### src/verilog/flash_read_pkg.sv
// Shared constants and types of the serial flash read engine
package flash_read_pkg;

  // Read instruction codes
  localparam logic [7:0] OP_READ           = 8'h03;  // Plain single-line read
  localparam logic [7:0] OP_FAST_READ      = 8'h0b;  // Single-line fast read
  localparam logic [7:0] OP_DUAL_OUT_READ  = 8'h3b;  // dual_output_read
  localparam logic [7:0] OP_DUAL_IO_READ   = 8'hbb;  // dual_io_read
  localparam logic [7:0] OP_QUAD_OUT_READ  = 8'h6b;  // quad_output_read
  localparam logic [7:0] OP_QUAD_IO_READ   = 8'heb;  // quad_io_read
  localparam logic [7:0] OP_QUAD_DTR_READ  = 8'hed;  // quad_io_double_rate_read

  // Widths and depths
  localparam int ADDR_W     = 24;  // Byte address width
  localparam int DATA_W     = 8;   // One flash byte
  localparam int FIFO_DEPTH = 8;   // Prefetch buffer depth

  // Lane counts
  localparam logic [2:0] LANES_1 = 3'h1;
  localparam logic [2:0] LANES_2 = 3'h2;
  localparam logic [2:0] LANES_4 = 3'h4;

  // Dummy clock counts
  localparam logic [3:0] DUMMY_NONE  = 4'h0;  // Plain read
  localparam logic [3:0] DUMMY_SDR   = 4'h8;  // Fast, dual-output, quad-output
  localparam logic [3:0] DUMMY_DIO_0 = 4'h4;  // Dual-I/O, selector low bit 0
  localparam logic [3:0] DUMMY_DIO_1 = 4'h8;  // Dual-I/O, selector low bit 1
  localparam logic [3:0] DUMMY_QIO_0 = 4'h6;  // Quad-I/O, selector 00
  localparam logic [3:0] DUMMY_QIO_1 = 4'h4;  // Quad-I/O, selector 01
  localparam logic [3:0] DUMMY_QIO_2 = 4'h8;  // Quad-I/O, selector 10
  localparam logic [3:0] DUMMY_QIO_3 = 4'ha;  // Quad-I/O, selector 11
  localparam logic [3:0] DUMMY_DTR_0 = 4'h6;  // Quad DTR, selectors 00 and 01
  localparam logic [3:0] DUMMY_DTR_2 = 4'h8;  // Quad DTR, selector 10
  localparam logic [3:0] DUMMY_DTR_3 = 4'ha;  // Quad DTR, selector 11

  // Register byte offsets
  localparam logic [3:0] REG_CTRL   = 4'h0;
  localparam logic [3:0] REG_CONFIG = 4'h4;
  localparam logic [3:0] REG_STATUS = 4'h8;
  localparam logic [3:0] REG_ADDR   = 4'hc;

  // Field positions
  localparam int CTRL_QUAD_ENABLE = 0;  // quad_enable_bit
  localparam int CTRL_FOUR_WIRE   = 1;  // four_wire_command_mode
  localparam int CTRL_BUSY        = 2;  // Internal write cycle running
  localparam int CFG_DC_LO        = 6;  // dummy_count_sel_lo
  localparam int CFG_DC_HI        = 7;  // dummy_count_sel_hi
  localparam int STAT_ENHANCE     = 0;  // Enhance mode active
  localparam int STAT_UNDERRUN    = 1;  // Sticky, write one to clear
  localparam int STAT_PENDING     = 2;  // Memory fetch outstanding
  localparam int STAT_PHASE_LSB   = 4;  // Three-bit phase code

  // Reset values
  localparam logic [2:0] CTRL_RESET   = 3'h0;
  localparam logic [7:0] CONFIG_RESET = 8'h00;

  // Fill byte when the prefetch buffer runs dry
  localparam logic [7:0] UNDERRUN_BYTE = 8'hff;

  // Frame phase
  typedef enum logic [2:0] {
    PH_CMD    = 3'h0,
    PH_ADDR   = 3'h1,
    PH_DUMMY  = 3'h2,
    PH_DATA   = 3'h3,
    PH_IGNORE = 3'h4
  } phase_t;

  // Decoded read variant
  typedef struct packed {
    logic       valid;       // Accepted instruction
    logic [2:0] addr_lanes;  // Lines per address edge
    logic [2:0] data_lanes;  // Lines per data edge
    logic       dtr;         // Both-edge transfer
    logic       mode_bits;   // Enhance indicator present
    logic [3:0] dummy;       // Dummy clocks, indicator included
  } read_mode_t;

  // Pin sample group
  typedef struct packed {
    logic       cs_n;
    logic       sclk;
    logic [3:0] sio;
  } pins_t;

  localparam pins_t PINS_IDLE = '{cs_n: 1'b1, sclk: 1'b0, sio: 4'h0};

endpackage : flash_read_pkg

### src/verilog/byte_fifo.sv
// Parameterised valid/ready FIFO with flush
`timescale 1ns/10ps
`default_nettype none
module byte_fifo #(
  parameter int WIDTH = 8,
  parameter int DEPTH = 8
) (
  input  wire logic             clock,
  input  wire logic             rst_n,
  input  wire logic             flush,
  input  wire logic             in_valid,
  output logic                  in_ready,
  input  wire logic [WIDTH-1:0] in_data,
  output logic                  out_valid,
  input  wire logic             out_ready,
  output logic [WIDTH-1:0]      out_data
);
  localparam int IW = $clog2(DEPTH);

  logic [WIDTH-1:0] mem [DEPTH];  // Storage
  logic [IW-1:0]    wr_ptr;       // Write index
  logic [IW-1:0]    rd_ptr;       // Read index
  logic [IW:0]      count;        // Words held
  logic             push;
  logic             pop;

  // Wrap an index at the depth
  function automatic logic [IW-1:0] bump(input logic [IW-1:0] p);
    bump = (p == IW'(DEPTH - 1)) ? '0 : p + 1'b1;
  endfunction : bump

  assign in_ready  = (count != (IW + 1)'(DEPTH));
  assign out_valid = (count != '0);
  assign out_data  = mem[rd_ptr];
  assign push      = in_valid && in_ready && !flush;
  assign pop       = out_valid && out_ready && !flush;

  // Storage write
  always_ff @(posedge clock)
  begin
    if (push)
    begin
      mem[wr_ptr] <= in_data;
    end
  end

  // Pointers and fill count
  always_ff @(posedge clock or negedge rst_n)
  begin
    if (!rst_n)
    begin
      wr_ptr <= '0;
      rd_ptr <= '0;
      count  <= '0;
    end
    else if (flush)
    begin
      wr_ptr <= '0;
      rd_ptr <= '0;
      count  <= '0;
    end
    else
    begin
      if (push)
        wr_ptr <= bump(wr_ptr);
      if (pop)
        rd_ptr <= bump(rd_ptr);
      if (push && !pop)
        count <= count + 1'b1;
      else if (pop && !push)
        count <= count - 1'b1;
    end
  end
endmodule : byte_fifo
`default_nettype wire

### src/verilog/serial_flash_read_engine.sv
// Read-command engine of a serial NOR flash with register slave and prefetch buffer
`timescale 1ns/10ps
`default_nettype none
// What this block does
// - Single-line: address on rise, data on fall
// - Address advances per byte, wraps to zero
// - Fast read: eight dummy clocks before data
// - Reads ignored while write cycle busy
// - Dual-output: address on line 0, data two lines
// - Dual-I/O: address, dummy, data on two lines
// - Quad-output: serial address, data four lines
// - Quad-I/O: address, dummy, data four lines
// - Quad instruction eight serial or two quad clocks
// - Toggling indicator nibbles enter enhance mode
// - Dummy counts from configuration bits six, seven
// - DTR: nibble per edge, byte per clock
// - Any start address accepted, no alignment
module serial_flash_read_engine (
  input  wire logic        CLOCK,
  input  wire logic        RST_N,
  input  wire logic        CS_N,
  input  wire logic        SCLK,
  input  wire logic [3:0]  SIO_IN,
  output logic [3:0]       SIO_OUT,
  output logic [3:0]       SIO_OE,
  input  wire logic [3:0]  AVS_ADDRESS,
  input  wire logic        AVS_READ,
  input  wire logic        AVS_WRITE,
  input  wire logic [31:0] AVS_WRITEDATA,
  output logic [31:0]      AVS_READDATA,
  output logic             AVS_WAITREQUEST,
  output logic             MEM_REQ,
  output logic [23:0]      MEM_ADDR,
  input  wire logic        MEM_RVALID,
  input  wire logic [7:0]  MEM_RDATA
);
  flash_read_pkg::pins_t      pin_s1;      // Synchroniser first stage
  flash_read_pkg::pins_t      pin_s2;      // Synchroniser second stage
  logic                       sclk_d;      // Previous clock level
  logic                       rise;        // Serial clock rising
  logic                       fall;        // Serial clock falling
  flash_read_pkg::phase_t     phase;       // Frame phase
  flash_read_pkg::read_mode_t cur;         // Active read variant
  flash_read_pkg::read_mode_t dec;         // Decode of finished opcode
  logic [4:0]                 cnt;         // Edge counter within phase
  logic [7:0]                 cmd_shift;   // Instruction shifter
  logic [23:0]                addr_shift;  // Address shifter
  logic [7:0]                 mode_shift;  // Enhance indicator shifter
  logic                       enhance;     // Enhance mode active
  logic [7:0]                 next_cmd;
  logic [23:0]                next_addr;
  logic [7:0]                 next_mode;
  logic                       cmd_done;
  logic                       addr_edge;
  logic                       addr_done;
  logic                       mode_edge;
  logic                       dummy_done;
  logic                       out_edge;
  logic                       load;
  logic [7:0]                 out_shift;   // Byte being shifted out
  logic [7:0]                 out_byte;    // Fresh byte or remainder for the lines
  logic [3:0]                 bits_left;   // Bits still to send
  logic [23:0]                rd_addr;     // Address of next byte out
  logic [2:0]                 ctrl;        // Control register
  logic [7:0]                 cfg;         // Configuration register
  logic                       underrun;    // Sticky buffer-dry flag
  logic                       fetch_en;    // Prefetch allowed
  logic [23:0]                fetch_addr;  // Next byte to fetch
  logic                       pending;     // Fetch outstanding
  logic                       discard;     // Drop stale answer
  logic                       fifo_in_ready;
  logic                       fifo_out_valid;
  logic [7:0]                 fifo_out_data;
  logic                       reg_write;
  logic [1:0]                 dc_sel;

  // Shift new lines into the low end of a word
  function automatic logic [23:0] shift_in(input logic [23:0] r, input logic [3:0] s,
                                           input logic [2:0] lanes);
    unique case (lanes)
      flash_read_pkg::LANES_1: shift_in = {r[22:0], s[0]};
      flash_read_pkg::LANES_2: shift_in = {r[21:0], s[1:0]};
      default:                 shift_in = {r[19:0], s};
    endcase
  endfunction : shift_in

  // Last address edge index for a lane count
  function automatic logic [4:0] addr_last(input logic [2:0] lanes);
    unique case (lanes)
      flash_read_pkg::LANES_1: addr_last = 5'h17;
      flash_read_pkg::LANES_2: addr_last = 5'h0b;
      default:                 addr_last = 5'h05;
    endcase
  endfunction : addr_last

  // Instruction decode
  function automatic flash_read_pkg::read_mode_t decode_read(input logic [7:0] op,
      input logic [1:0] dc, input logic qe, input logic four_wire);
    flash_read_pkg::read_mode_t m;
    m = '0;
    m.addr_lanes = flash_read_pkg::LANES_1;
    m.data_lanes = flash_read_pkg::LANES_1;
    unique case (op)
      flash_read_pkg::OP_READ:
      begin
        m.valid = !four_wire;
        m.dummy = flash_read_pkg::DUMMY_NONE;
      end
      flash_read_pkg::OP_FAST_READ:
      begin
        m.valid = !four_wire;
        m.dummy = flash_read_pkg::DUMMY_SDR;
      end
      flash_read_pkg::OP_DUAL_OUT_READ:
      begin
        m.valid      = !four_wire;
        m.data_lanes = flash_read_pkg::LANES_2;
        m.dummy      = flash_read_pkg::DUMMY_SDR;
      end
      flash_read_pkg::OP_DUAL_IO_READ:
      begin
        m.valid      = !four_wire;
        m.addr_lanes = flash_read_pkg::LANES_2;
        m.data_lanes = flash_read_pkg::LANES_2;
        m.dummy      = dc[0] ? flash_read_pkg::DUMMY_DIO_1 : flash_read_pkg::DUMMY_DIO_0;
      end
      flash_read_pkg::OP_QUAD_OUT_READ:
      begin
        m.valid      = qe && !four_wire;
        m.data_lanes = flash_read_pkg::LANES_4;
        m.dummy      = flash_read_pkg::DUMMY_SDR;
      end
      flash_read_pkg::OP_QUAD_IO_READ:
      begin
        m.valid      = qe;
        m.addr_lanes = flash_read_pkg::LANES_4;
        m.data_lanes = flash_read_pkg::LANES_4;
        m.mode_bits  = 1'b1;
        unique case (dc)
          2'h0:    m.dummy = flash_read_pkg::DUMMY_QIO_0;
          2'h1:    m.dummy = flash_read_pkg::DUMMY_QIO_1;
          2'h2:    m.dummy = flash_read_pkg::DUMMY_QIO_2;
          default: m.dummy = flash_read_pkg::DUMMY_QIO_3;
        endcase
      end
      flash_read_pkg::OP_QUAD_DTR_READ:
      begin
        m.valid      = qe;
        m.addr_lanes = flash_read_pkg::LANES_4;
        m.data_lanes = flash_read_pkg::LANES_4;
        m.dtr        = 1'b1;
        m.mode_bits  = 1'b1;
        unique case (dc)
          2'h2:    m.dummy = flash_read_pkg::DUMMY_DTR_2;
          2'h3:    m.dummy = flash_read_pkg::DUMMY_DTR_3;
          default: m.dummy = flash_read_pkg::DUMMY_DTR_0;
        endcase
      end
      default: m.valid = 1'b0;  // Unknown codes are ignored
    endcase
    decode_read = m;
  endfunction : decode_read

  // Pin synchroniser, two stages plus clock history
  always_ff @(posedge CLOCK or negedge RST_N)
  begin
    if (!RST_N)
    begin
      pin_s1 <= flash_read_pkg::PINS_IDLE;
      pin_s2 <= flash_read_pkg::PINS_IDLE;
      sclk_d <= 1'b0;
    end
    else
    begin
      pin_s1 <= '{cs_n: CS_N, sclk: SCLK, sio: SIO_IN};
      pin_s2 <= pin_s1;
      sclk_d <= pin_s2.sclk;
    end
  end

  // Edge events and phase-step terms
  always_comb
  begin
    rise       = pin_s2.sclk && !sclk_d && !pin_s2.cs_n;
    fall       = !pin_s2.sclk && sclk_d && !pin_s2.cs_n;
    dc_sel     = {cfg[flash_read_pkg::CFG_DC_HI], cfg[flash_read_pkg::CFG_DC_LO]};
    // Lines 3..1 are not looked at in a serial instruction
    next_cmd   = ctrl[flash_read_pkg::CTRL_FOUR_WIRE] ? {cmd_shift[3:0], pin_s2.sio}
                                                      : {cmd_shift[6:0], pin_s2.sio[0]};
    cmd_done   = (phase == flash_read_pkg::PH_CMD) && rise &&
                 (cnt == (ctrl[flash_read_pkg::CTRL_FOUR_WIRE] ? 5'h01 : 5'h07));
    dec        = decode_read(next_cmd, dc_sel, ctrl[flash_read_pkg::CTRL_QUAD_ENABLE],
                             ctrl[flash_read_pkg::CTRL_FOUR_WIRE]);
    next_addr  = shift_in(addr_shift, pin_s2.sio, cur.addr_lanes);
    // Both-edge address takes the falling half after each rising half
    addr_edge  = (phase == flash_read_pkg::PH_ADDR) && (rise || (fall && cur.dtr && cnt[0]));
    addr_done  = addr_edge && (cnt == addr_last(cur.addr_lanes));
    next_mode  = {mode_shift[3:0], pin_s2.sio};
    // Indicator: two rises single-rate, one rise and fall double-rate
    mode_edge  = (phase == flash_read_pkg::PH_DUMMY) && cur.mode_bits &&
                 ((rise && (cnt < (cur.dtr ? 5'h01 : 5'h02))) ||
                  (fall && cur.dtr && (cnt == 5'h01)));
    dummy_done = (phase == flash_read_pkg::PH_DUMMY) && rise &&
                 (cnt == 5'(cur.dummy) - 5'h01);
    out_edge   = (phase == flash_read_pkg::PH_DATA) && (fall || (rise && cur.dtr));
    load       = out_edge && (bits_left == 4'h0);
    // A dry buffer at a byte start sends the fill byte
    out_byte   = load ? (fifo_out_valid ? fifo_out_data : flash_read_pkg::UNDERRUN_BYTE)
                      : out_shift;
  end

  // Frame sequencer
  always_ff @(posedge CLOCK or negedge RST_N)
  begin
    if (!RST_N)
    begin
      phase      <= flash_read_pkg::PH_CMD;
      cur        <= '0;
      cnt        <= 5'h00;
      cmd_shift  <= 8'h00;
      addr_shift <= 24'h000000;
      mode_shift <= 8'h00;
      enhance    <= 1'b0;
    end
    else if (pin_s2.cs_n)
    begin
      // Deselect ends the frame; enhance mode skips the next instruction unless busy
      phase <= (enhance && !ctrl[flash_read_pkg::CTRL_BUSY]) ? flash_read_pkg::PH_ADDR
                                                              : flash_read_pkg::PH_CMD;
      cnt   <= 5'h00;
    end
    else
    begin
      unique case (phase)
        flash_read_pkg::PH_CMD:
        begin
          if (rise)
          begin
            cmd_shift <= next_cmd;
            cnt       <= cnt + 5'h01;
          end
          if (cmd_done)
          begin
            cnt <= 5'h00;
            cur <= dec;
            // Busy internal cycle: ignore the read, leave that cycle alone
            if (!dec.valid || ctrl[flash_read_pkg::CTRL_BUSY])
              phase <= flash_read_pkg::PH_IGNORE;
            else
              phase <= flash_read_pkg::PH_ADDR;
          end
        end
        flash_read_pkg::PH_ADDR:
        begin
          if (addr_edge)
          begin
            addr_shift <= next_addr;
            cnt        <= cnt + 5'h01;
          end
          if (addr_done)
          begin
            cnt   <= 5'h00;
            phase <= (cur.dummy == flash_read_pkg::DUMMY_NONE) ? flash_read_pkg::PH_DATA
                                                               : flash_read_pkg::PH_DUMMY;
          end
        end
        flash_read_pkg::PH_DUMMY:
        begin
          if (mode_edge)
            mode_shift <= next_mode;
          if (rise)
            cnt <= cnt + 5'h01;
          if (dummy_done)
          begin
            phase   <= flash_read_pkg::PH_DATA;
            // Every upper nibble bit must differ from its lower partner
            enhance <= cur.mode_bits && ((mode_shift[7:4] ^ mode_shift[3:0]) == 4'hf);
          end
        end
        flash_read_pkg::PH_DATA:   phase <= flash_read_pkg::PH_DATA;
        flash_read_pkg::PH_IGNORE: phase <= flash_read_pkg::PH_IGNORE;
        default:                   phase <= flash_read_pkg::PH_IGNORE;
      endcase
    end
  end

  // Data shifter and line drivers
  always_ff @(posedge CLOCK or negedge RST_N)
  begin
    if (!RST_N)
    begin
      out_shift <= 8'h00;
      bits_left <= 4'h0;
      rd_addr   <= 24'h000000;
      SIO_OUT   <= 4'h0;
      SIO_OE    <= 4'h0;
    end
    else if (pin_s2.cs_n || phase != flash_read_pkg::PH_DATA)
    begin
      bits_left <= 4'h0;
      SIO_OE    <= 4'h0;
      if (addr_done)
        rd_addr <= next_addr;
    end
    else if (out_edge)
    begin
      unique case (cur.data_lanes)
        flash_read_pkg::LANES_1:
        begin
          SIO_OUT   <= {2'h0, out_byte[7], 1'b0};
          SIO_OE    <= 4'h2;
          out_shift <= {out_byte[6:0], 1'b0};
          bits_left <= load ? 4'h7 : bits_left - 4'h1;
        end
        flash_read_pkg::LANES_2:
        begin
          SIO_OUT   <= {2'h0, out_byte[7:6]};
          SIO_OE    <= 4'h3;
          out_shift <= {out_byte[5:0], 2'h0};
          bits_left <= load ? 4'h6 : bits_left - 4'h2;
        end
        default:
        begin
          SIO_OUT   <= out_byte[7:4];
          SIO_OE    <= 4'hf;
          out_shift <= {out_byte[3:0], 4'h0};
          bits_left <= load ? 4'h4 : bits_left - 4'h4;
        end
      endcase
      if (load)
        rd_addr <= rd_addr + 24'h000001;
    end
  end

  // Prefetch from the array into the buffer
  always_ff @(posedge CLOCK or negedge RST_N)
  begin
    if (!RST_N)
    begin
      fetch_en   <= 1'b0;
      fetch_addr <= 24'h000000;
      pending    <= 1'b0;
      discard    <= 1'b0;
      MEM_REQ    <= 1'b0;
      MEM_ADDR   <= 24'h000000;
    end
    else
    begin
      MEM_REQ <= 1'b0;
      if (MEM_RVALID)
      begin
        pending <= 1'b0;
        discard <= 1'b0;
      end
      if (addr_done)
      begin
        // Restart at the new address; an answer still in flight is stale
        fetch_en   <= 1'b1;
        fetch_addr <= next_addr;
        discard    <= pending && !MEM_RVALID;
      end
      else if (pin_s2.cs_n)
        fetch_en <= 1'b0;
      else if (fetch_en && !pending && !discard && fifo_in_ready)
      begin
        MEM_REQ    <= 1'b1;
        MEM_ADDR   <= fetch_addr;
        fetch_addr <= fetch_addr + 24'h000001;
        pending    <= 1'b1;
      end
    end
  end

  // Prefetch buffer
  byte_fifo #(
    .WIDTH (flash_read_pkg::DATA_W),
    .DEPTH (flash_read_pkg::FIFO_DEPTH)
  ) u_fifo (
    .clock     (CLOCK),
    .rst_n     (RST_N),
    .flush     (addr_done),
    .in_valid  (MEM_RVALID && !discard),
    .in_ready  (fifo_in_ready),
    .in_data   (MEM_RDATA),
    .out_valid (fifo_out_valid),
    .out_ready (load),
    .out_data  (fifo_out_data)
  );

  assign reg_write = AVS_WRITE && !AVS_WAITREQUEST;

  // Bus handshake: one wait cycle, then the access completes
  always_ff @(posedge CLOCK or negedge RST_N)
  begin
    if (!RST_N)
      AVS_WAITREQUEST <= 1'b1;
    else
      AVS_WAITREQUEST <= !((AVS_READ || AVS_WRITE) && AVS_WAITREQUEST);
  end

  // Control and configuration registers
  always_ff @(posedge CLOCK or negedge RST_N)
  begin
    if (!RST_N)
    begin
      ctrl <= flash_read_pkg::CTRL_RESET;
      cfg  <= flash_read_pkg::CONFIG_RESET;
    end
    else if (reg_write && AVS_ADDRESS == flash_read_pkg::REG_CTRL)
      ctrl <= AVS_WRITEDATA[2:0];
    else if (reg_write && AVS_ADDRESS == flash_read_pkg::REG_CONFIG)
      cfg <= AVS_WRITEDATA[7:0];
  end

  // Sticky underrun; a new event beats a clear
  always_ff @(posedge CLOCK or negedge RST_N)
  begin
    if (!RST_N)
      underrun <= 1'b0;
    else if (load && !fifo_out_valid)
      underrun <= 1'b1;
    else if (reg_write && AVS_ADDRESS == flash_read_pkg::REG_STATUS &&
             AVS_WRITEDATA[flash_read_pkg::STAT_UNDERRUN])
      underrun <= 1'b0;
  end

  // Read data, captured as the wait cycle ends
  always_ff @(posedge CLOCK or negedge RST_N)
  begin
    if (!RST_N)
      AVS_READDATA <= 32'h00000000;
    else if (AVS_READ && AVS_WAITREQUEST)
    begin
      unique case (AVS_ADDRESS)
        flash_read_pkg::REG_CTRL:   AVS_READDATA <= {29'h0, ctrl};
        flash_read_pkg::REG_CONFIG: AVS_READDATA <= {24'h0, cfg};
        flash_read_pkg::REG_STATUS: AVS_READDATA <= {25'h0, phase, 1'b0, pending, underrun,
                                                     enhance};
        flash_read_pkg::REG_ADDR:   AVS_READDATA <= {8'h00, rd_addr};
        default:                    AVS_READDATA <= 32'h00000000;  // Unmapped reads zero
      endcase
    end
  end
endmodule : serial_flash_read_engine
`default_nettype wire

### config.mk
export PLATFORM = sky130hd
export DESIGN_NAME = serial_flash_read_engine
export DESIGN_NICKNAME = d
export VERILOG_FILES = /design/src/verilog/flash_read_pkg.sv /design/src/verilog/byte_fifo.sv /design/src/verilog/serial_flash_read_engine.sv
export SDC_FILE = /design/constraint.sdc
export NUM_CORES = 1
export LEC_CHECK = 0
export CORE_MARGIN = 2
export CORE_UTILIZATION = 60
export DETAILED_ROUTE_END_ITERATION = 6
export DONT_BUFFER_PORTS = 1
export PLACE_DENSITY = 0.81
export SETUP_SLACK_MARGIN = 0.3
export SYNTH_ARGS = -nofsm -noshare
export SYNTH_HDL_FRONTEND = slang
export SYNTH_SLANG_ARGS = --single-unit
### constraint.sdc
create_clock -name CLOCK -period 7 [get_ports CLOCK]
set_clock_uncertainty 0.2 [all_clocks]
set_input_delay 0.35 -clock CLOCK [delete_from_list [all_inputs] [get_ports CLOCK]]
set_output_delay 0.35 -clock CLOCK [all_outputs]
set_load 0.1 [all_outputs]
# After elaboration in Yosys (flattened, before gate mapping)
# Memories as Yosys holds them, arrays and structs flattened.
# Index checks and enable logic that the tools add are counted.
[classes] n_addsub=11 mul=0 div=0 n_lt_le_gt_ge=1 n_eq_ne=35 n_shift=0 n_mux=73 bitwise_logic=5 n_reduce_logical=95
[ops] op="$mux 24" n=7
[ops] op="$pmux 24 s4" n=1
[ops] op="$add 24x1->24 const B" n=2
[ops] op="$pmux 24 s2" n=1
[ops] op="$mux 4" n=11
[ops] op="$logic_and 1x1->1" n=41
[ops] op="$mux 3" n=12
[ops] op="$pmux 4 s2" n=4
[ops] op="$mux 5" n=5
[ops] op="$eq 8x8->1 const B" n=3
[ops] op="$mux 8" n=3
[ops] op="$reduce_and 3->1" n=8
[ops] op="$mux 1" n=19
[ops] op="$pmux 4 s4" n=1
[ops] op="$pmux 8 s2" n=1
[ops] op="$reduce_bool 2->1" n=8
[ops] op="$logic_not 1->1" n=15
[ops] op="$pmux 5 s3" n=1
[ops] op="$eq 3x2->1 const B" n=4
[ops] op="$eq 4x4->1 const B" n=3
[ops] op="$logic_not 4->1" n=3
[ops] op="$pmux 3 s2" n=2
[ops] op="$pmux 3 s4" n=1
[ops] op="$pmux 4 s3" n=1
[ops] op="other kinds (39)" n=63
[totals] register_bits=223 latchBits=0 mem_bits_rw=64 rom_bits=0 inputBits=55 out_inout_bits=66 elab_cells=258 memories=1
[memory_table] name="u_fifo.mem" words=8 width=8 rd=1 rd_ports_with_merged_regs=0 wr=1 line_no="byte_fifo.sv:20" rtl="logic [WIDTH-1:0] mem [DEPTH];"

# Longest topological paths before layout
# Gate-level depths: netlist of run 1.
[logic_depth] word_depth=15 depth_mapped=15 mapped_depth_nobuf=13

# Hierarchy
# A second synthesis of run 1 with hierarchy kept.
[hier_totals] cells_unflattened=1330 hier_area_um2=14098.5
[by_module_without_submodules] module="serial_flash_read_engine" n_inst=1 cells_per_inst=1153 area_each_um2=10921.7 seq_area_each_um2=5033.6
[by_module_without_submodules] module="byte_fifo" n_inst=1 cells_per_inst=177 area_each_um2=3176.8 seq_area_each_um2=2172.1

# Least setup slack after synthesis of run 1
# No wires, ideal clock.
[synth_path] path_type="flip-flop to flip-flop" from="register cnt[2]" to="register u_fifo.count[3]" setup_ns=0.077 arrival_time_ns=3.019 required_time_ns=6.723 path_slack_ns=3.704 stages_incl_launch_ff=16 path_buffers=3 synth_period_minus_slack_ns=3.296 cell_sequence="dfrtp_1 -> buf_6 -> and4bb_1 -> o21bai_1 -> a31o_4 -> or3_1 -> buf_6 -> buf_2 -> nand3_1 -> ha_1 -> a21o_1 -> a21o_1 -> or3_1 -> a21oi_1 -> a21oi_1 -> o21ai_1"
[synth_between] elab_chain_cells=8 elab_cells_between_ends=12 cone_classes="eq/ne: 1; mux: 2; reduce/logical: 9"
[synth_lines] item="start, declared" line_no="serial_flash_read_engine.sv:45" rtl="logic [4:0] cnt;"
[synth_lines] item="start signal, assigned" line_no="serial_flash_read_engine.sv:240" rtl="cnt <= cnt + 5'h01;"
[synth_lines] item="start signal, assigned" line_no="serial_flash_read_engine.sv:258" rtl="cnt <= cnt + 5'h01;"
[synth_lines] item="start signal, assigned" line_no="serial_flash_read_engine.sv:272" rtl="cnt <= cnt + 5'h01;"
[synth_lines] item="$eq 5x5->1 (*)" line_no="serial_flash_read_engine.sv:197" rtl="addr_done = addr_edge && (cnt == addr_last(cur.addr_lanes));"
[synth_lines] item="$logic_and 1x1->1 (*)" line_no="serial_flash_read_engine.sv:197"
[synth_lines] item="$logic_not 1->1" line_no="byte_fifo.sv:35, byte_fifo.sv:36"
[synth_lines] item="$logic_and 1x1->1" line_no="byte_fifo.sv:36" rtl="assign pop = out_valid && out_ready && !flush;"
[synth_lines] item="$logic_not 1->1" line_no="byte_fifo.sv:68" rtl="if (push && !pop)"
[synth_lines] item="$logic_and 1x1->1" line_no="byte_fifo.sv:68"
[synth_lines] item="$mux 4" line_no="byte_fifo.sv:68"
[synth_lines] item="$mux 4" line_no="byte_fifo.sv:56" rtl="else if (flush)"
[synth_lines] item="end signal, assigned" line_no="byte_fifo.sv:69" rtl="count <= count + 1'b1;"
[synth_lines] item="end signal, assigned" line_no="byte_fifo.sv:71" rtl="count <= count - 1'b1;"
[synth_lines] item="end, declared" line_no="byte_fifo.sv:23" rtl="logic [IW:0] count;"
# Mark *: on every way between the ends. The rest lies on a longest branch, timed or not.
# A chain may end at the register's enable or synchronous reset.

# Final worst setup path of run 1
[layout_path] from="register cur[10] in the netlist's numbering" to="memory u_fifo.mem[0][5], enable pin"
[layout_between] elab_chain_cells=8 elab_cells_between_ends=9 cone_classes="eq/ne: 3; mux: 3; reduce/logical: 3"
[layout_lines] item="start, declared" line_no="serial_flash_read_engine.sv:43" rtl="flash_read_pkg::read_mode_t cur;"
[layout_lines] item="start signal, assigned" line_no="serial_flash_read_engine.sv:218" rtl="cur <= '0;"
[layout_lines] item="start signal, assigned" line_no="serial_flash_read_engine.sv:245" rtl="cur <= dec;"
[layout_lines] item="$eq 3x2->1 or $eq 3x1->1 (tied branches)" line_no="serial_flash_read_engine.sv:89" rtl="unique case (lanes)"
[layout_lines] item="$pmux 5 s2 (*)" line_no="serial_flash_read_engine.sv:89"
[layout_lines] item="$eq 5x5->1 (*)" line_no="serial_flash_read_engine.sv:197"
[layout_lines] item="$logic_and 1x1->1 (*)" line_no="serial_flash_read_engine.sv:197"
[layout_lines] item="$logic_not 1->1 (*)" line_no="byte_fifo.sv:35" rtl="assign push = in_valid && in_ready && !flush;"
[layout_lines] item="$logic_and 1x1->1 (*)" line_no="byte_fifo.sv:35"
[layout_lines] item="$mux 1 (*)" line_no="byte_fifo.sv:41" rtl="if (push)"
[layout_lines] item="$mux 1 (not written as such) (*)" line_no="byte_fifo.sv:43" rtl="mem[wr_ptr] <= in_data;"
[layout_lines] item="end, declared" line_no="byte_fifo.sv:20"
# Marks and branches as above.

==> impl_metrics.csv, run 1 <==
group,metric,value,unit
status,status,"completed",
critical_path,r2r_end,"u_fifo.mem[0][5]$_DFFE_PP_",
cells_and_area,layout_commonest_cell,"dfrtp_1",
power_and_ir_drop,max-vdd-ir-drop,0.0002458,V
clock_tree,cts_buffers,30,
critical_path,r2r_slack,2.94,ns
power_and_ir_drop,power_density,264.1,mW/mm²
global_route,grt_pass1_wl,55520,µm
clock_tree,clk_pin_slew,0.06,ns
synthesis,synth_async_sr_flop_share,76.81,%
timing,postLayoutSetupSlackWorst,2.943,ns
critical_path,r2r-start,"cur[10]$_DFFE_PN0P_",
hold_path,whs_path_depth,4,
timing,slew_violations,0,
floorplanning,die_h,157.4,µm
critical_path,reg2regPathDepth,7,
floorplanning,die_w,157.4,µm
drt,route.detailed.drc,0,
global_route,antenna_found_initial,0,
synthesis,synth.top_cells.by_area,"dfrtp_1 37%, edfxtp_1 14%, o21ai_0 3.2%",
power_and_ir_drop,p_leak,0.006554,µW
clock_tree,cts_hold_buf,38,
timing,layout_min_cycle_time,4.057,ns
clock_tree,clock-root-buffer,"clkbuf_16",
synthesis,syn_area,0.01412,mm²
cells_and_area,layout-drive-gt1-share,11.32,%
hold_path,min-delay-start,"AVS_ADDRESS[2]",
hold_path,hold_end,"AVS_READDATA[4]$_DFFE_PN0P_",
power_and_ir_drop,p_total,4164,µW
cells_and_area,fillCellCount,1721,
floorplanning,dieArea,0.02477,mm²
cells_and_area,diodes,0,
timing,finalCritPeriodShare,57.96,%
global_route,grt_pass1_vias,10438,
drt,num_vias,10713,
floorplanning,io_pins,121,
drt,firstDrtPassIters,5,
drt,wl_per_cell,20.19,µm
timing,max_freq,246.5,MHz
timing,hold_violations,0,
synthesis,synth.avg_cell_area,10.65,µm²
critical_path,end_kind,"register",
synthesis,synth_cell_types,96,
placed_design,post-place-ws,2.929,ns
floorplanning,rows,56,
placed_design,placed_cells,1586,
critical_path,critPathKind,"reg2reg",
clock_tree,htreeDepth,1,
drt,via_per_inst,6.377,
placed_design,port_buffers,0,
global_route,grt_max_degree,213,
synthesis,ys_seq_area_share,51.22,%
drt,totalWireLength,33920,µm
synthesis,syn_inst,1325,
drt,drt.antenna.violating_nets,0,
clock_tree,clk-insertion-delay-late,0.58,ns
timing,relSlewSlack,14.93,%
synthesis,synthFlopType,"dfrtp_1",
timing,tightest_slew,1.274,ns
placed_design,gp_congestion,0.8786,
clock_tree,cts_sinks,276,
synthesis,yosysWarnings,0,
synthesis,synth-edff-count,64,
cells_and_area,final_nets,1415,
critical_path,cp_max_fo,46,
drt,drt_iter0_markers,1112,
synthesis,ys_ff_latch,276,
floorplanning,core_area,0.02326,mm²
clock_tree,cts_setup_buffers,0,
placed_design,dpl.hpwl,22110,µm
synthesis,synth_area_leader_cell,"dfrtp_1",
cells_and_area,synthToLayoutAreaGrowth,11.69,%
synthesis,synth_top_area_share,37.05,%
global_route,grt_util_all_layers,28.26,%
cells_and_area,layoutNonFillerInstCount,1680,
timing,setup_viol,0,
clock_tree,cts_tree,"built",
critical_path,arrival,4.15,ns
timing,rsz0062_at_grt,"no",
hold_path,hold_path_class,"in2reg",
clock_tree,ctsLongestPathBuffers,3,
run,drv_cap,0,
floorplanning,initial_core_util,60.68,%
clock_tree,post_cts_resized,0,
critical_path,cp.required,7.09,ns
global_route,grt.overflow.total,0,
critical_path,startpoint,"cur[10]$_DFFE_PN0P_",
timing,tns,0,ns
critical_path,cp-start-kind,"register",
cells_and_area,final_cell_mix,"207 x dfrtp_1, 113 x nor2_1, 108 x nand2_1, 91 x o21ai_0, 75 x a21oi_1",
cell families after synthesis:
kind of cell               synth area share, %
buffers and inverters                    3.900
xor gates and xnor gates                 2.358
AOI/OAI and AO/OA                        15.14
DFF                                      51.22
other                                  0.02657
adders and majority gates                2.092
and+or+nand+nor                          16.60
muxes                                    8.660
cell usage after synthesis, drive strengths merged, types with 6 or more instances:
master and number:
or3 6, and2 9, nor2 113, o211ai 7, clkbuf 41, mux2 48
a21oi 77, edfxtp 64, nand3 36, o31ai 6, nand4 17, o22ai 6
buf 41, nor3b 10, o21ai 96, nor4b 6, o21a 7, nand3b 8
nand2 109, dfrtp 209, nand2b 7, mux2i 25, xnor2 20, a31oi 9
nor3 48, mux4 19, xor2 18, and3 14, a211oi 13, o221ai 18
inv 38, a22oi 8, a21o 8, ha 22, nor2b 31, a22o 22
nor4 13
worst max path at each step:
| stage | end | slack, ns | cells after the start |
|---|---|---|---|
| 6_report | u_fifo.mem[0][5]$_DFFE_PP_ | 2.94 | 7 |
| 4_1_cts | u_fifo.count[3]$_DFFE_PN0P_ | 2.98 | 13 |
| 3_3_place_gp | u_fifo.count[3]$_DFFE_PN0P_ | 3.05 | 13 |
| 2_1_floorplan | u_fifo.count[3]$_DFFE_PN0P_ | 3.70 | 15 |
| 3_5_place_dp | u_fifo.mem[0][3]$_DFFE_PP_ | 2.93 | 7 |
| 5_1_grt | u_fifo.mem[0][3]$_DFFE_PP_ | 2.65 | 7 |
flip-flops by register name, summed over array words and instances, names as in the netlist, 4 cells and up:
name          count
AVS_READDATA     24
cfg               8
next_mode         4
addr_shift       23
fetch_addr       24
pin_s1            6
mode_shift        8
rd_addr          24
cmd_shift         7
MEM_ADDR         24
bits_left         4
cur              11
SIO_OUT           4
out_shift         7
cnt               5
u_fifo.mem       64
u_fifo.count      4
area by class of cell:
type                       count  area (µm²)  share of cell area, %
clock buffer                  44       880.8                  5.587
clock inverter                12       216.5                  1.373
inverter                      38       142.6                 0.9047
multi-input combinational    936        6369                  40.39
sequential                   276        7233                  45.88
tap                          319       399.1                  2.532
timing repair buffer          55       525.5                  3.333
metrics by stage:
step | area (µm²) | hold WS, ns | utilization [%]
5_1_grt | 15770 | 0.07708 | 67.78
2_1_floorplan | 14140 | -0.1456 | -
3_5_place_dp | 14270 | -0.1415 | 61.35
6_report | 15770 | 0.05271 | 67.78
3_3_place_gp | 14270 | -0.1416 | 61.35
4_1_cts | 15770 | 0.02520 | 67.78
report_power, final:
part	internal, µW	switching, µW
Sequential	1760	130
Clock	1060	662
Combinational	218	337
Total	3040	1130
critical path: stages, from the launching register on:
cell and delay (ns):
dfrtp_2 0.82, nor3b_1 0.16, nor3b_2 0.21, nor3_4 0.40
or3_2 0.52, nand2_1 0.31, nor4_1 0.86, buf_4 0.30
layer usage:
layer	up-vias	share of wire, %	global-route usage, %	wire length [µm]
met5	-	0	0	0
met4	0	3.6	10.35	1211
met3	87	8.7	5.204	2943
met2	487	47	44.71	15810
met1	5251	41	39.27	13950
li1	4888	-	-	-
(Power assumes the default switching activity.)
==> inputs of run 2 (changes only) <==
Settings changed: CORE_UTILIZATION 60 to 58.
Clock period 7 ns to 3.6 ns, I/O delays scaled along.
==> impl_metrics.csv, run 2 (synthesis gave the netlist of run 1 again) <==
group,metric,value,unit
drt,drt_iter0_markers,1094,
critical_path,critPathBufInv,2,
clock_tree,clk_pin_slew,0.06,ns
critical_path,cp-start-kind,"register",
critical_path,end_kind,"register",
critical_path,critPathKind,"reg2reg",
power_and_ir_drop,max-vdd-ir-drop,0.0004318,V
power_and_ir_drop,comb_power_share,13.8,%
global_route,grt.overflow.total,0,
cells_and_area,largest_reg_flops,64,
global_route,grt_max_degree,213,
drt,via_per_inst,6.289,
cells_and_area,synthToLayoutAreaGrowth,12.86,%
power_and_ir_drop,p_int,5590,µW
placed_design,placed_cells,1608,
cells_and_area,final_nets,1444,
cells_and_area,layout-drive-gt1-share,12.82,%
floorplanning,io_pins,121,
floorplanning,rows,57,
critical_path,path_cells,"nor2_1, nor3_2, nor3_4, or3_2, buf_8, nand2_1, nor4b_1, buf_4",
floorplanning,die_h,160.0,µm
cells_and_area,layout_commonest_cell,"dfrtp_1",
clock_tree,cts_tree,"built",
drt,firstDrtPassIters,5,
timing,finalCritPeriodShare,90.22,%
clock_tree,cts_sinks,276,
global_route,grt_util_all_layers,27.05,%
drt,route.detailed.drc,0,
critical_path,cp_max_fo,45,
power_and_ir_drop,pwr-share-clk,38.8,%
power_and_ir_drop,power_density,483.0,mW/mm²
timing,rsz0062_at_grt,"yes",
cells_and_area,fillCellCount,1824,
global_route,grt_pass1_vias,10556,
drt,num_vias,10766,
critical_path,cp_slowest_cell,"dfrtp_2",
power_and_ir_drop,p_leak,0.006637,µW
critical_path,crit_family,"simple AND/OR/NAND/NOR gates",
clock_tree,cts_hold_buf,48,
global_route,grt_pass1_wl,56260,µm
power_and_ir_drop,sw_frac_of_total,27.36,%
hold_path,hold_path_class,"in2async",
cells_and_area,final_cell_mix,"203 x dfrtp_1, 113 x nor2_1, 108 x nand2_1, 91 x o21ai_0, 75 x a21oi_1",
placed_design,gp_congestion,0.9075,
cells_and_area,top_register,"u_fifo.mem",
timing,tightest_slew,1.098,ns
timing,hold_ws,-0.9063,ns
floorplanning,core_area,0.02411,mm²
status,status,"finished, violations left",
clock_tree,clk-insertion-delay-late,0.58,ns
critical_path,arrival,3.33,ns
timing,slew_violations,0,
floorplanning,die_w,160.0,µm
clock_tree,ctsLongestPathBuffers,3,
clock_tree,htreeDepth,1,
status,violations,"hold timing",
clock_tree,cts_buffers,28,
timing,hold_violations,212,
drt,totalWireLength,34580,µm
timing,tns,0,ns
power_and_ir_drop,pwr-share-seq,47.5,%
power_and_ir_drop,p_sw,2105,µW
run,drv_cap,0,
critical_path,cp.required,3.68,ns
timing,max_freq,307.9,MHz
drt,drt.antenna.violating_nets,0,
timing,setup_viol,0,
timing,layout_min_cycle_time,3.248,ns
critical_path,worst_path_largest_cell_delay,0.48,ns
global_route,antenna_found_initial,0,
cells_and_area,diodes,0,
drt,wl_per_cell,20.20,µm
clock_tree,clock-root-buffer,"clkbuf_16",
timing,relSlewSlack,26.61,%
placed_design,dpl.hpwl,22490,µm
placed_design,port_buffers,0,
floorplanning,dieArea,0.02560,mm²
floorplanning,initial_core_util,58.56,%
cells_and_area,layoutNonFillerInstCount,1712,
## run 2: cell types whose count changed in the layout (fill, tap and decap cells not counted), sizes merged
cell | before | now
clkbuf | 44 | 35
inv | 39 | 38
dlygate4sd3 | 37 | 48
buf | 18 | 38
clkinvlp | 2 | 4
bufinv | 5 | 3
clkinv | 4 | 10
## run 2: worst register-to-register path: stages (launching register included)
cell and delay, ns:
dfrtp_2 0.48, nor2_1 0.32, nor3_2 0.11, nor3_4 0.38, or3_2 0.24, buf_8 0.31, nand2_1 0.27, nor4b_1 0.39
buf_4 0.27
## run 2: layer usage
| metal | vias to the layer above | part of all wire [%] | GRT usage (%) |
|---|---|---|---|
| met3 | 63 | 7.7 | 4.701 |
| met2 | 422 | 48 | 43.72 |
| li1 | 4935 | - | - |
| met5 | - | 0 | 0 |
| met1 | 5346 | 42 | 38.00 |
| met4 | 0 | 2.3 | 7.862 |
## run 2: metrics by stage
step / hold WS [ns] / cell area (µm²) / utilization, % / total power [µW] / setup slack [ns]
after global placement: -0.3117 / 14420 / 59.81 / 4601 / 0.3395
after floorplan: -0.3156 / 14140 / - / 4380 / 0.3042
after global routing: -0.9414 / 15930 / 66.09 / 8015 / 0.2155
after detailed placement: -0.3115 / 14420 / 59.81 / 4657 / 0.2200
final: -0.9063 / 15930 / 66.09 / 7696 / 0.3521
after CTS: -0.9263 / 15860 / 65.81 / 7712 / 0.3040
## run 2: power groups by stage
stage	Sequential, µW	Combinational, µW	Clock (µW)
after floorplan	3620	759	0
after global placement	3680	919	0
after detailed placement	3700	954	0
after CTS	3640	1040	3030
after global routing	3680	1160	3180
final	3650	1060	2980
## run 2: area by class of cell
cell class	count	area, µm²	share of cell area, %
clock buffers	35	757.0	4.751
multi-input cells	936	6405	40.20
inverters	38	142.6	0.8953
repair buffers	86	785.8	4.932
well taps	324	405.4	2.545
flip-flops and latches	276	7238	45.43
clock inverters	17	197.7	1.241
## run 2: worst paths after layout
check                                    start                          to  slack, ns  cells after the start
max reg2reg                cur[10]$_DFFE_PN0P_  u_fifo.mem[5][2]$_DFFE_PP_       0.35                      8
max                        cur[10]$_DFFE_PN0P_  u_fifo.mem[5][2]$_DFFE_PP_       0.35                      8
min in group CLOCK                  MEM_RVALID         discard$_DFFE_PN0P_       0.14                      2
min                                      RST_N  fetch_addr[15]$_DFFE_PN0P_      -0.91                      0
max in group asynchronous                RST_N   AVS_WAITREQUEST$_DFF_PN1_       3.79                      0
min reg2reg                pin_s1[1]$_DFF_PN0_      next_mode[1]$_DFF_PN0_       0.15                      0
## run 2: what timing repair did
item	4_1_cts	5_1_grt
gates resized for setup	3	12
hold endpoints to repair	326	212
pin swaps	0	1
gates cloned	0	0
setup endpoints to repair	41	17
buffers inserted	0	4
